<file path="src/logic/sfl_pkg.sv">
/*
 * Constants shared by the serial flash link front end: register map,
 * field positions, reset values, command codes and timing counts.
 * Assumes a 50 MHz system clock.
 */
`default_nettype none
package sfl_pkg;
   // System clock rate
   localparam int CLK_HZ = 50000000;
   // Timing, in the unit printed
   localparam int SOFT_RESET_NS = 10000;
   localparam int HW_RESET_NS = 1000;
   // Least times round up to whole cycles
   localparam int SOFT_RESET_CYC = (SOFT_RESET_NS * (CLK_HZ / 1000000)
      + 999) / 1000;
   localparam int HW_RESET_CYC = (HW_RESET_NS * (CLK_HZ / 1000000)
      + 999) / 1000;
   // Register byte offsets
   localparam logic [7:0] REG_CFG = 8'h00;
   localparam logic [7:0] REG_TXDATA = 8'h04;
   localparam logic [7:0] REG_STATUS = 8'h08;
   localparam logic [7:0] REG_ADDR = 8'h0C;
   // Configuration field positions and reset value
   localparam int CFG_PAUSE_OR_CLEAR_SELECT = 0;
   localparam int CFG_FOUR_LINE_ENABLE_BIT = 1;
   localparam logic [1:0] CFG_RESET = 2'h0;
   localparam logic [7:0] TXDATA_RESET = 8'h00;
   // Status field positions
   localparam int ST_FOUR_WIRE = 0;
   localparam int ST_PAUSED = 1;
   localparam int ST_SOFT_BUSY = 2;
   localparam int ST_HW_RESET = 3;
   localparam int ST_CLK_MODE3 = 4;
   localparam int ST_RESET_ARMED = 5;
   localparam int ST_LAST_CMD_LSB = 8;
   localparam int ST_CYCLE_LSB = 16;
   // Command codes
   localparam logic [7:0] CMD_ENTER_FOUR_WIRE = 8'h38;
   localparam logic [7:0] CMD_EXIT_FOUR_WIRE = 8'hFF;
   localparam logic [7:0] CMD_RESET_ENABLE = 8'h66;
   localparam logic [7:0] CMD_RESET = 8'h99;
   localparam logic [7:0] CMD_READ_DUAL_OUT = 8'h3B;
   localparam logic [7:0] CMD_READ_DUAL_IO = 8'hBB;
   localparam logic [7:0] CMD_READ_QUAD_OUT = 8'h6B;
   localparam logic [7:0] CMD_READ_QUAD_IO = 8'hEB;
   localparam logic [7:0] CMD_READ_WORD_QUAD_IO = 8'hE7;
   localparam logic [7:0] CMD_READ_OCTAL_QUAD_IO = 8'hE3;
   // Address plus mode bits shifted in by I/O reads
   localparam logic [5:0] IO_ADDR_BITS = 6'd32;
   // Transfer widths
   localparam logic [2:0] W_SINGLE = 3'd1;
   localparam logic [2:0] W_DUAL = 3'd2;
   localparam logic [2:0] W_QUAD = 3'd4;
   // Link phases, Gray coded along the usual path
   typedef enum logic [1:0] {
      PH_CMD = 2'b00,
      PH_ADDR = 2'b01,
      PH_DATA = 2'b11,
      PH_IGNORE = 2'b10
   } sfl_phase_t;
endpackage : sfl_pkg
`default_nettype wire

</file>
<file path="src/logic/sfl_link.sv">
/*
 * Host link front end of a serial NOR flash: clock modes, bit edges,
 * dual and quad widths, four-wire command mode, pause, command reset
 * and the shared pause/reset pin, with an AHB-Lite register slave.
 * Assumes all link pins are asynchronous to CLK_I and that the link
 * clock runs well below a quarter of CLK_I.
 */
// The address map and the AHB-Lite interface to the registers were chosen for this implementation.
`timescale 1ns/100ps
`default_nettype none
module sfl_link
   import sfl_pkg::*;
(
   input wire logic CLK_I,
   input wire logic RST_I,
   input wire logic CE_I,
   // AHB-Lite slave
   input wire logic HSEL_I,
   input wire logic [31:0] HADDR_I,
   input wire logic [1:0] HTRANS_I,
   input wire logic HWRITE_I,
   input wire logic [2:0] HSIZE_I,
   input wire logic [31:0] HWDATA_I,
   input wire logic HREADY_I,
   output logic [31:0] HRDATA_O,
   output logic HREADYOUT_O,
   output logic HRESP_O,
   // Link pins
   input wire logic SELECT_N_I,
   input wire logic LINK_CLK_I,
   input wire logic DATA_LINE_0_I,
   input wire logic DATA_LINE_1_I,
   input wire logic DATA_LINE_2_I,
   input wire logic DATA_LINE_3_I,
   output logic DATA_LINE_0_O,
   output logic DATA_LINE_1_O,
   output logic DATA_LINE_2_O,
   output logic DATA_LINE_3_O,
   output logic DATA_LINE_0_OE_O,
   output logic DATA_LINE_1_OE_O,
   output logic DATA_LINE_2_OE_O,
   output logic DATA_LINE_3_OE_O,
   // Toward the rest of the device
   output logic CMD_VALID_O,
   output logic [7:0] CMD_CODE_O,
   output logic CORE_RESET_O,
   output logic ABORT_O,
   output logic BUSY_O,
   output logic FOUR_WIRE_MODE_O
);

   ////////////////////////////////////////////////////////////////////////
   // Declarations
   logic [5:0] sync1_reg;
   logic [5:0] sync2_reg;
   logic clk_d_reg;
   logic sel_d_reg;
   logic [5:0] pin_raw;
   logic sel_n;
   logic lclk;
   logic [3:0] din;
   logic clk_rise;
   logic clk_fall;
   logic sel_fall;
   logic [1:0] cfg_reg;
   logic [7:0] tx_data_reg;
   logic qe;
   logic pin_is_reset;
   logic paused_reg;
   logic paused_next;
   logic hold_en;
   logic [5:0] hw_cnt_reg;
   logic hw_active_reg;
   logic [8:0] soft_cnt_reg;
   logic soft_busy;
   logic soft_start;
   logic power_on;
   logic four_wire_reg;
   logic armed_reg;
   logic mode3_reg;
   logic [7:0] cyc_cnt_reg;
   sfl_phase_t phase_reg;
   logic [2:0] width_reg;
   logic [7:0] shift_reg;
   logic [5:0] bit_cnt_reg;
   logic [23:0] addr_reg;
   logic [7:0] out_sh_reg;
   logic [3:0] out_cnt_reg;
   logic [3:0] out_reg;
   logic [3:0] oe_reg;
   logic [7:0] last_cmd_reg;
   logic cmd_valid_reg;
   logic core_reset_reg;
   logic abort_reg;
   logic [7:0] new_byte;
   logic [5:0] bits_after;
   logic byte_done;
   logic [31:0] status_word;
   logic ph_write_reg;
   logic ph_read_reg;
   logic [7:0] ph_addr_reg;
   logic [31:0] rdata_reg;
   logic ahb_go;
   logic edge_ok;

   ////////////////////////////////////////////////////////////////////////
   // Pin synchronisers, two flops per input
   assign pin_raw = {SELECT_N_I, LINK_CLK_I, DATA_LINE_3_I, DATA_LINE_2_I,
                     DATA_LINE_1_I, DATA_LINE_0_I};
   genvar g;
   generate
      for (g = 0; g < 6; g++) begin : g_sync
         always_ff @(posedge CLK_I) begin
            if (RST_I) begin
               sync1_reg[g] <= 1'b1;
               sync2_reg[g] <= 1'b1;
            end else if (CE_I) begin
               sync1_reg[g] <= pin_raw[g];
               sync2_reg[g] <= sync1_reg[g];
            end
         end
      end
   endgenerate
   assign sel_n = sync2_reg[5];
   assign lclk = sync2_reg[4];
   assign din = sync2_reg[3:0];

   // Edge finders on the synchronised clock and select
   always_ff @(posedge CLK_I) begin
      if (RST_I) begin
         // Match the synchroniser preset so no false edge follows reset
         clk_d_reg <= 1'b1;
         sel_d_reg <= 1'b1;
      end else if (CE_I) begin
         clk_d_reg <= lclk;
         sel_d_reg <= sel_n;
      end
   end
   assign clk_rise = lclk & ~clk_d_reg;
   assign clk_fall = ~lclk & clk_d_reg;
   assign sel_fall = ~sel_n & sel_d_reg;

   ////////////////////////////////////////////////////////////////////////
   // Shared pin function and pause
   assign qe = cfg_reg[CFG_FOUR_LINE_ENABLE_BIT];
   assign pin_is_reset = cfg_reg[CFG_PAUSE_OR_CLEAR_SELECT] & ~qe;
   // Pause only when selected, pin is pause, not quad wide
   assign hold_en = ~cfg_reg[CFG_PAUSE_OR_CLEAR_SELECT] & ~qe & ~sel_n
                    & ~four_wire_reg & (width_reg != W_QUAD);
   // Pin level acts only with the clock low: right away or at next fall
   always_comb begin
      paused_next = paused_reg;
      if (sel_n || !hold_en) begin
         paused_next = 1'b0;
      end else if (!lclk) begin
         paused_next = ~din[3];
      end
   end
   always_ff @(posedge CLK_I) begin
      if (RST_I) begin
         paused_reg <= 1'b0;
      end else if (CE_I) begin
         paused_reg <= paused_next;
      end
   end

   ////////////////////////////////////////////////////////////////////////
   // Hardware reset pin: low for the full time fires, blocks while low
   always_ff @(posedge CLK_I) begin
      if (RST_I) begin
         hw_cnt_reg <= 6'd0;
         hw_active_reg <= 1'b0;
         abort_reg <= 1'b0;
      end else if (CE_I) begin
         abort_reg <= 1'b0;
         if (!pin_is_reset || din[3]) begin
            hw_cnt_reg <= 6'd0;
            hw_active_reg <= 1'b0;
         end else if (hw_cnt_reg != 6'(HW_RESET_CYC)) begin
            hw_cnt_reg <= hw_cnt_reg + 6'd1;
         end else if (!hw_active_reg) begin
            hw_active_reg <= 1'b1;
            abort_reg <= 1'b1;
         end
      end
   end

   // Command reset busy period
   always_ff @(posedge CLK_I) begin
      if (RST_I) begin
         soft_cnt_reg <= 9'd0;
      end else if (CE_I) begin
         if (hw_active_reg) begin
            soft_cnt_reg <= 9'd0;
         end else if (soft_start) begin
            soft_cnt_reg <= 9'(SOFT_RESET_CYC);
         end else if (soft_cnt_reg != 9'd0) begin
            soft_cnt_reg <= soft_cnt_reg - 9'd1;
         end
      end
   end
   assign soft_busy = soft_cnt_reg != 9'd0;
   // Return to power-on state at hardware fire or end of busy period
   assign power_on = (abort_reg) |
                     (soft_cnt_reg == 9'd1);

   // Power-on request toward the core
   always_ff @(posedge CLK_I) begin
      if (RST_I) begin
         core_reset_reg <= 1'b0;
      end else if (CE_I) begin
         core_reset_reg <= power_on;
      end
   end

   ////////////////////////////////////////////////////////////////////////
   // Incoming byte assembly
   assign new_byte = four_wire_reg ? {shift_reg[3:0], din}
                                   : {shift_reg[6:0], din[0]};
   assign bits_after = bit_cnt_reg + 6'(width_reg);
   assign byte_done = bits_after == 6'd8;
   // Clock edges count only while selected, awake and not in reset
   assign edge_ok = ~sel_n & ~paused_reg & ~hw_active_reg;

   // Command decode on the last capture edge of the instruction
   assign soft_start = CE_I & edge_ok & clk_rise & (phase_reg == PH_CMD)
                       & byte_done & ~soft_busy & armed_reg
                       & (new_byte == CMD_RESET);

   // Link state: phase, width, shifters, mode
   always_ff @(posedge CLK_I) begin
      if (RST_I || (power_on && CE_I)) begin
         four_wire_reg <= 1'b0;
         armed_reg <= 1'b0;
         phase_reg <= PH_CMD;
         width_reg <= W_SINGLE;
         bit_cnt_reg <= 6'd0;
         shift_reg <= 8'h00;
         addr_reg <= 24'h000000;
         cmd_valid_reg <= 1'b0;
         last_cmd_reg <= 8'h00;
      end else if (CE_I) begin
         cmd_valid_reg <= 1'b0;
         if (sel_n || hw_active_reg) begin
            // Select high ends the frame and resets phase, width and bit count
            phase_reg <= PH_CMD;
            width_reg <= four_wire_reg ? W_QUAD : W_SINGLE;
            bit_cnt_reg <= 6'd0;
         end else if (edge_ok && clk_rise) begin
            case (phase_reg)
               PH_CMD: begin
                  shift_reg <= new_byte;
                  bit_cnt_reg <= bits_after;
                  if (byte_done && soft_busy) begin
                     phase_reg <= PH_IGNORE;
                  end else if (byte_done) begin
                     bit_cnt_reg <= 6'd0;
                     cmd_valid_reg <= 1'b1;
                     last_cmd_reg <= new_byte;
                     armed_reg <= new_byte == CMD_RESET_ENABLE;
                     phase_reg <= PH_IGNORE;
                     case (new_byte)
                        CMD_ENTER_FOUR_WIRE: begin
                           if (qe) begin
                              four_wire_reg <= 1'b1;
                           end
                        end
                        CMD_EXIT_FOUR_WIRE: begin
                           four_wire_reg <= 1'b0;
                        end
                        CMD_READ_DUAL_OUT: begin
                           width_reg <= four_wire_reg ? W_QUAD : W_DUAL;
                           phase_reg <= PH_DATA;
                        end
                        CMD_READ_DUAL_IO: begin
                           width_reg <= four_wire_reg ? W_QUAD : W_DUAL;
                           phase_reg <= PH_ADDR;
                        end
                        CMD_READ_QUAD_OUT: begin
                           if (qe) begin
                              width_reg <= W_QUAD;
                              phase_reg <= PH_DATA;
                           end
                        end
                        CMD_READ_QUAD_IO, CMD_READ_WORD_QUAD_IO,
                        CMD_READ_OCTAL_QUAD_IO: begin
                           if (qe) begin
                              width_reg <= W_QUAD;
                              phase_reg <= PH_ADDR;
                           end
                        end
                        default: begin
                           phase_reg <= PH_IGNORE;
                        end
                     endcase
                  end
               end
               PH_ADDR: begin
                  // Address and mode bits on the wide lines
                  case (width_reg)
                     W_QUAD: addr_reg <= {addr_reg[19:0], din};
                     default: addr_reg <= {addr_reg[21:0], din[1:0]};
                  endcase
                  bit_cnt_reg <= bits_after;
                  if (bits_after == IO_ADDR_BITS) begin
                     phase_reg <= PH_DATA;
                  end
               end
               PH_DATA: begin
                  phase_reg <= PH_DATA;
               end
               default: begin
                  phase_reg <= PH_IGNORE;
               end
            endcase
         end
      end
   end

   ////////////////////////////////////////////////////////////////////////
   // Outgoing bits, changed on falling link clock edges
   always_ff @(posedge CLK_I) begin
      if (RST_I || (power_on && CE_I)) begin
         out_sh_reg <= 8'h00;
         out_cnt_reg <= 4'd0;
         out_reg <= 4'h0;
         oe_reg <= 4'h0;
      end else if (CE_I) begin
         if (sel_n || hw_active_reg || phase_reg != PH_DATA) begin
            out_cnt_reg <= 4'd0;
            oe_reg <= 4'h0;
         end else if (edge_ok && clk_fall) begin
            if (width_reg == W_QUAD) begin
               oe_reg <= 4'hF;
               if (out_cnt_reg == 4'd0) begin
                  out_reg <= tx_data_reg[7:4];
                  out_sh_reg <= {tx_data_reg[3:0], 4'h0};
                  out_cnt_reg <= 4'd1;
               end else begin
                  out_reg <= out_sh_reg[7:4];
                  out_sh_reg <= {out_sh_reg[3:0], 4'h0};
                  out_cnt_reg <= 4'd0;
               end
            end else begin
               oe_reg <= 4'h3;
               out_reg[3:2] <= 2'b00;
               if (out_cnt_reg == 4'd0) begin
                  out_reg[1:0] <= tx_data_reg[7:6];
                  out_sh_reg <= {tx_data_reg[5:0], 2'b00};
               end else begin
                  out_reg[1:0] <= out_sh_reg[7:6];
                  out_sh_reg <= {out_sh_reg[5:0], 2'b00};
               end
               out_cnt_reg <= (out_cnt_reg == 4'd3) ? 4'd0
                              : out_cnt_reg + 4'd1;
            end
         end
      end
   end
   assign {DATA_LINE_3_O, DATA_LINE_2_O, DATA_LINE_1_O, DATA_LINE_0_O} =
      out_reg;
   // Drivers float while paused
   assign {DATA_LINE_3_OE_O, DATA_LINE_2_OE_O, DATA_LINE_1_OE_O,
           DATA_LINE_0_OE_O} = oe_reg & ~{4{paused_reg}};

   ////////////////////////////////////////////////////////////////////////
   // Clock mode and falling-edge cycle count
   always_ff @(posedge CLK_I) begin
      if (RST_I) begin
         mode3_reg <= 1'b0;
         cyc_cnt_reg <= 8'h00;
      end else if (CE_I) begin
         if (sel_fall) begin
            mode3_reg <= lclk;
            cyc_cnt_reg <= lclk ? 8'h00 : 8'h01;
         end else if (edge_ok && clk_fall && cyc_cnt_reg != 8'hFF) begin
            cyc_cnt_reg <= cyc_cnt_reg + 8'h01;
         end
      end
   end

   ////////////////////////////////////////////////////////////////////////
   // AHB-Lite slave, zero wait states while enabled
   assign ahb_go = HSEL_I & HREADY_I & HTRANS_I[1] & CE_I;
   always_ff @(posedge CLK_I) begin
      if (RST_I) begin
         ph_write_reg <= 1'b0;
         ph_read_reg <= 1'b0;
         ph_addr_reg <= 8'h00;
      end else if (CE_I) begin
         ph_write_reg <= ahb_go & HWRITE_I;
         ph_read_reg <= ahb_go & ~HWRITE_I;
         ph_addr_reg <= HADDR_I[7:0];
      end
   end

   // Software writable configuration and transmit byte
   always_ff @(posedge CLK_I) begin
      if (RST_I) begin
         cfg_reg <= CFG_RESET;
         tx_data_reg <= TXDATA_RESET;
      end else if (CE_I && ph_write_reg) begin
         if (ph_addr_reg == REG_CFG) begin
            cfg_reg <= HWDATA_I[1:0];
         end
         if (ph_addr_reg == REG_TXDATA) begin
            tx_data_reg <= HWDATA_I[7:0];
         end
      end
   end

   // Status word
   always_comb begin
      status_word = 32'h00000000;
      status_word[ST_FOUR_WIRE] = four_wire_reg;
      status_word[ST_PAUSED] = paused_reg;
      status_word[ST_SOFT_BUSY] = soft_busy;
      status_word[ST_HW_RESET] = hw_active_reg;
      status_word[ST_CLK_MODE3] = mode3_reg;
      status_word[ST_RESET_ARMED] = armed_reg;
      status_word[ST_LAST_CMD_LSB +: 8] = last_cmd_reg;
      status_word[ST_CYCLE_LSB +: 8] = cyc_cnt_reg;
   end

   // Read data captured at the address phase
   always_ff @(posedge CLK_I) begin
      if (RST_I) begin
         rdata_reg <= 32'h00000000;
      end else if (CE_I) begin
         rdata_reg <= 32'h00000000;
         if (ahb_go && !HWRITE_I) begin
            case (HADDR_I[7:0])
               REG_CFG: rdata_reg <= {30'h00000000, cfg_reg};
               REG_TXDATA: rdata_reg <= {24'h000000, tx_data_reg};
               REG_STATUS: rdata_reg <= status_word;
               REG_ADDR: rdata_reg <= {8'h00, addr_reg};
               default: rdata_reg <= 32'h00000000;
            endcase
         end
      end
   end

   assign HRDATA_O = rdata_reg;
   assign HREADYOUT_O = CE_I;
   assign HRESP_O = 1'b0;

   ////////////////////////////////////////////////////////////////////////
   // Core-side outputs
   assign CMD_VALID_O = cmd_valid_reg;
   assign CMD_CODE_O = last_cmd_reg;
   assign CORE_RESET_O = core_reset_reg;
   assign ABORT_O = abort_reg;
   assign BUSY_O = soft_busy | hw_active_reg;
   assign FOUR_WIRE_MODE_O = four_wire_reg;

endmodule : sfl_link
`default_nettype wire

</file>
<file path="config.mk">
export PLATFORM = sky130hd
export DESIGN_NAME = sfl_link
export DESIGN_NICKNAME = d
export VERILOG_FILES = /design/src/logic/sfl_pkg.sv /design/src/logic/sfl_link.sv
export SDC_FILE = /design/constraint.sdc
export NUM_CORES = 1
export LEC_CHECK = 0
export BUFFER_PORTS_ARGS = -buffer_cell sky130_fd_sc_hd__buf_4
export CELL_PAD_IN_SITES_DETAIL_PLACEMENT = 2
export CELL_PAD_IN_SITES_GLOBAL_PLACEMENT = 2
export CORE_ASPECT_RATIO = 0.8
export CORE_UTILIZATION = 36
export DETAILED_ROUTE_END_ITERATION = 12
export PLACE_DENSITY_LB_ADDON = 0.1
export SLEW_MARGIN = 20
export SYNTH_ARGS = -nofsm -noshare
export SYNTH_HDL_FRONTEND = slang
export SYNTH_SLANG_ARGS = --single-unit
</file>
<file path="constraint.sdc">
create_clock -name CLK_I -period 4.37 [get_ports CLK_I]
set_input_delay 0.2185 -clock CLK_I [delete_from_list [all_inputs] [get_ports CLK_I]]
set_output_delay 0.2185 -clock CLK_I [all_outputs]
set_load 0.05 [all_outputs]
</file>
; After elaboration in Yosys (flattened, before gate mapping)
; Cells that the tools add are included.
[totals]
ff_bits = 166
in_bits = 81
output_inout_bits = 55
[classes]
n_addsub = 5
eq_ne = 32
muxes = 63
bitwise_logic = 38
n_reduce_logical = 50
[op_table]
columns = cell, count
row1 = 24-bit case mux with 4 select lines, 1
row2 = 8-bit == test (second input constant), 6
row3 = 24-bit two-way mux, 2
row4 = 8-bit two-way mux, 6
row5 = 4-bit two-way mux, 9
row6 = 6-bit two-way mux, 6
row7 = 9-bit two-way mux, 3
row8 = 3-bit two-way mux, 8
row9 = 1-bit AND, 21
row10 = 2-bit AND reduction, 9
row11 = 8-bit by 3-bit == test with 1-bit output (second input constant), 2
row12 = 8-bit by 4-bit == test with 1-bit output (second input constant), 2
row13 = 8-bit by 6-bit == test with 1-bit output (second input constant), 2
row14 = 8-bit by 7-bit == test with 1-bit output (second input constant), 2
row15 = 8-bit zero test, 2
row16 = 1-bit two-way mux, 16
row17 = 2-bit two-way mux, 7
row18 = 2-bit nonzero test, 7
row19 = 1-bit inverter, 13
row20 = 6-bit case mux with 2 select lines, 1
row21 = 4-bit AND reduction, 3
row22 = 9-bit by 1-bit == test with 1-bit output (second input constant), 1
row23 = 3-bit nonzero test, 3
row24 = 9-bit nonzero test, 1
row25 = 37 further kinds, 55

; Longest topological paths before layout
[depth]
word_depth = 12
mapped_depth = 11
ltp_nobuf = 9

; Worst setup path after synthesis
; OpenSTA, ideal clock, no wires.
[synth_path]
kind = register to register
startpoint = reg width_reg[0]
endpoint = reg width_reg[2]
setup_time_ps = 121
t_arrival_ps = 2358
required_time_ps = 4249
setup_slack_ps = 1890
path_stages_with_launch = 11
n_path_buf = 1
period_less_slack_ps = 2480
path_cell_list = dfxtp_1 -> ha_1 -> inv_1 -> fa_1 -> xnor2_1 -> nor4_1 -> nor3_1 -> nor3_2 -> buf_6 -> a21oi_2 -> mux2_4
[synth_via]
elab_chain_cells = 5
elab_cells_between_ends = 6
classes_between = 1 x add/sub / 2 x eq/ne / 3 x reduce/logical
[synth_lines]
columns = item, line_no
row1 = from (decl), sfl_link.sv:83  ; logic [2:0] width_reg;
row2 = from (signal assigned), sfl_link.sv:247  ; width_reg <= four_wire_reg ? W_QUAD : W_SINGLE;
row3 = from (signal assigned), sfl_link.sv:272  ; width_reg <= four_wire_reg ? W_QUAD : W_DUAL;
row4 = from (signal assigned), sfl_link.sv:276  ; width_reg <= four_wire_reg ? W_QUAD : W_DUAL;
row5 = 6-bit by 3-bit adder with 6-bit output *, sfl_link.sv:220  ; assign bits_after = bit_cnt_reg + 6'(width_reg);
row6 = 6-bit by 4-bit == test with 1-bit output *, sfl_link.sv:221  ; assign byte_done = bits_after == 6'd8;
row7 = 1-bit logical AND, sfl_link.sv:254  ; if (byte_done && soft_busy) begin
row8 = 2-bit != test (no source line), --
row9 = 7-bit AND reduction (no source line) *, --
; Mark *: on every way between the ends. The rest lies on a longest branch, timed or not.
; A chain may end at the register's enable or synchronous reset.

; Worst setup path in the final report
[layout_path]
startpoint = reg hw_active_reg
endpoint = reg width_reg[2]
[layout_via]
elab_chain_cells = 5
elab_cells_between_ends = 12
classes_between = 2 x eq/ne / 1 x mux / 2 x bitwise / 7 x reduce/logical
[layout_lines]
columns = item, line_no
row1 = from (decl), sfl_link.sv:73  ; logic hw_active_reg;
row2 = from (signal assigned), sfl_link.sv:172  ; hw_active_reg <= 1'b0;
row3 = from (signal assigned), sfl_link.sv:178  ; hw_active_reg <= 1'b0;
row4 = from (signal assigned), sfl_link.sv:182  ; hw_active_reg <= 1'b1;
row5 = 1-bit inverter, sfl_link.sv:223  ; assign edge_ok = ~sel_n & ~paused_reg & ~hw_active_reg;
row6 = 1-bit AND, sfl_link.sv:223
row7 = 1-bit logical AND, sfl_link.sv:249  ; end else if (edge_ok && clk_rise) begin
row8 = 2-bit nonzero test (no source line), --
row9 = 7-bit AND reduction (no source line), --
; Parallel ways exist; a longest one is shown, timed or not.

==> flow_metrics.tcl <==
set metrics [dict create \
    fp.coreArea_sq_mm 0.0201 \
    critPathKind "reg -> reg" \
    timing.fmax_mhz 314 \
    p_leak_nw 3.54 \
    netlist_area_sq_mm 0.00749 \
    dieArea_sq_mm 0.0214 \
    p_seq_share_pct 47.0 \
    cp-end-kind "flop" \
    rows 46 \
    slowest_stage "or4_4" \
    outcome "complete, no violations" \
    start_util_pct 37.3 \
    synthFlopType "dfxtp_1" \
    period_needed_ns 3.19 \
    cts-root-buf "clkbuf_16" \
    grt_setup_unrepaired "false" \
    ys_top_cells_by_area "dfxtp_1 41%, mux2i_1 9.6%, nor2_1 7.2%" \
    num-fill-cells 2203 \
    track_usage_pct 23.6 \
    multi_input_area_sq_mm 0.00406 \
    cts_setup_buffers 0 \
    cpMostUsedCell "buf_4" \
    clock_skew_ns 0.0133 \
    crit_buf_inv 2 \
    drt_wl_total_um 24400 \
    antenna_left 0 \
    setup_viol 0 \
    layout_commonest_cell "dfxtp_1" \
    seqCellArea_sq_mm 0.00308 \
    synthToLayoutAreaGrowth_pct 17.0 \
    synth_top_area_share_pct 41.1 \
    antenna_found_initial 0 \
    die_h_um 131 \
    first_iter_violations 319 \
    max_stage_delay_ns 0.62 \
    p_sw_w 0.000763 \
    layout.nets 990 \
    chipWidth_um 163 \
    cp-start-kind "flop" \
    clockBufferDepth 2 \
    crit_chain "buf_4 -> nor4b_4 -> nand3_1 -> or4_4 -> nor3_2 -> buf_4 -> a21oi_2 -> mux2_4" \
    worst_ep_required_time_ns 4.68 \
    hold_class "in -> reg" \
    dpl.hpwl_um 17600 \
    slew-limit-headroom_pct 47.1 \
    ys_ff_latch 154 \
    p_clk_share_pct 48.3 \
    synth_edf_count 0 \
    via_per_inst 5.55 \
    hold_buffers 0 \
    gp_congestion 0.798 \
    swShare_pct 25.1 \
    finalCritPeriodShare_pct 72.9 \
    numPortBuffers 74 \
    clkSinkCount 154 \
    insertion_delay_ns 0.43 \
    grt_max_degree 61 \
    synth_area_per_cell_sq_um 8.76 \
    syn_inst 855 \
    max_slew.worst_pin.slew_ns 0.793 \
    htree_levels 4 \
    crit_family "simple AND/OR/NAND/NOR gates" \
    dp_cells 1143 \
    async_flop_share_pct 0 \
    yosysTopAreaCell "dfxtp_1" \
    intPower_w 0.00228 \
    crit_fanout 17 \
    dr.pass1.iters 4 \
    num_vias 6520 \
    final_cell_count_no_fill 1175 \
    tns_ns 0 \
    most-common-layout-cells "154 x dfxtp_1, 143 x nor2_1, 85 x buf_4" \
    grt_pass1_vias 7035 \
    pin_count 136 \
    routedWlPerCell_um 20.8 \
    irDropWorstVdd_mv 0.209 \
    powerDensity_mw_per_mm2 347 \
    clkTransAtPathRegs_ns 0.07 \
    drive_above_1_share_pct 16.4 \
    cts_tree "built" \
    grt_pass1_wl_um 38900 \
    grt-ovfl-total 0 \
    finalMaxSlewViolations 0 \
    comb_power_share_pct 4.7 \
    ys_seq_area_share_pct 41.1 \
    max-cap-violations 0 \
    ys.warnings.count 0 \
    cts_made_buffers 17 \
    ys_types 70 \
    post_cts_resized 0 \
    hold_violations 0 \
    drc 0 \
    worstPathArrival_ns 3.50 \
    insertedDiodeCount 0 \
]
cells in the mapped netlist, types with 16 or more instances:
cell type and count:
mux2i_1 72, nand2_1 55, a211oi_1 31, a22oi_1 31
clkbuf_1 39, inv_1 16, dfxtp_1 154, a22o_1 21
o21ai_0 17, a21oi_1 37, nand3_1 22, nor2_1 143
cell type report:
class | instances | area share [%]
Clock buffer | 19 | 5.05
Clock inverter | 13 | 1.55
Inverter | 17 | 0.728
Multi-Input combinational cell | 622 | 46.2
Sequential cell | 154 | 35.1
Tap cell | 264 | 3.77
Timing Repair Buffer | 86 | 7.50
path summary, 6_finish.rpt:
check,startpoint,to,slack [ns],depth (start not counted)
setup / recovery,hw_active_reg,width_reg[2],1.18,8
hold / removal,SELECT_N_I,sync1_reg[5],0.01,3
setup reg to reg,hw_active_reg,width_reg[2],1.18,8
hold reg to reg,out_sh_reg[6],out_sh_reg[6],0.46,2
power by group through the flow:
stage	Sequential [W]	Clock [W]	Combinational [W]
after floorplan	0.00146	0	0.0000990
after global placement	0.00146	0	0.000138
after detailed placement	0.00146	0	0.000144
after CTS	0.00143	0.00150	0.000145
after global routing	0.00143	0.00156	0.000154
final	0.00143	0.00147	0.000143
kinds of logic (layout without fill, tap and decap cells):
group           count (synthesis)  count (layout)  share of synthesized area, %
simple gates                  328             328                          21.4
mux                            85              85                          11.9
compound gates                180             180                          17.1
fa+ha+maj                      11              11                          1.94
flops                         154             154                          41.1
buf+inv                        87             135                          5.34
other cells                     1               9                        0.0500
xor+xnor                        9               9                          1.05
per-stage QoR:
stage / utilization [%] / setup slack (ns) / cell area, sq um / hold WS, ns / power [W]
after floorplan: - / 1.89 / 7520 / 0.347 / 0.00155
final: 43.7 / 1.18 / 8770 / 0.0106 / 0.00304
after CTS: 43.7 / 1.15 / 8770 / 0.000239 / 0.00308
after global routing: 43.7 / 0.981 / 8770 / 0.00846 / 0.00314
after detailed placement: 40.8 / 1.22 / 8190 / 0.453 / 0.00160
after global placement: 40.8 / 1.27 / 8190 / 0.435 / 0.00160
worst min-delay path, cell delays in order:
cell	delay [ns]
buf_4	0.08
mux2i_1	0.06
nand2_1	0.06
per-layer routing:
layer | vias up | track usage, % | part of all wire (%)
met4 | 0 | 5.66 | 0.90
met5 | - | 0 | 0
met3 | 17 | 4.67 | 4.2
met1 | 3269 | 30.5 | 46
met2 | 97 | 40.5 | 49
li1 | 3137 | - | -
Note: power is estimated with default switching activity, not from simulation.
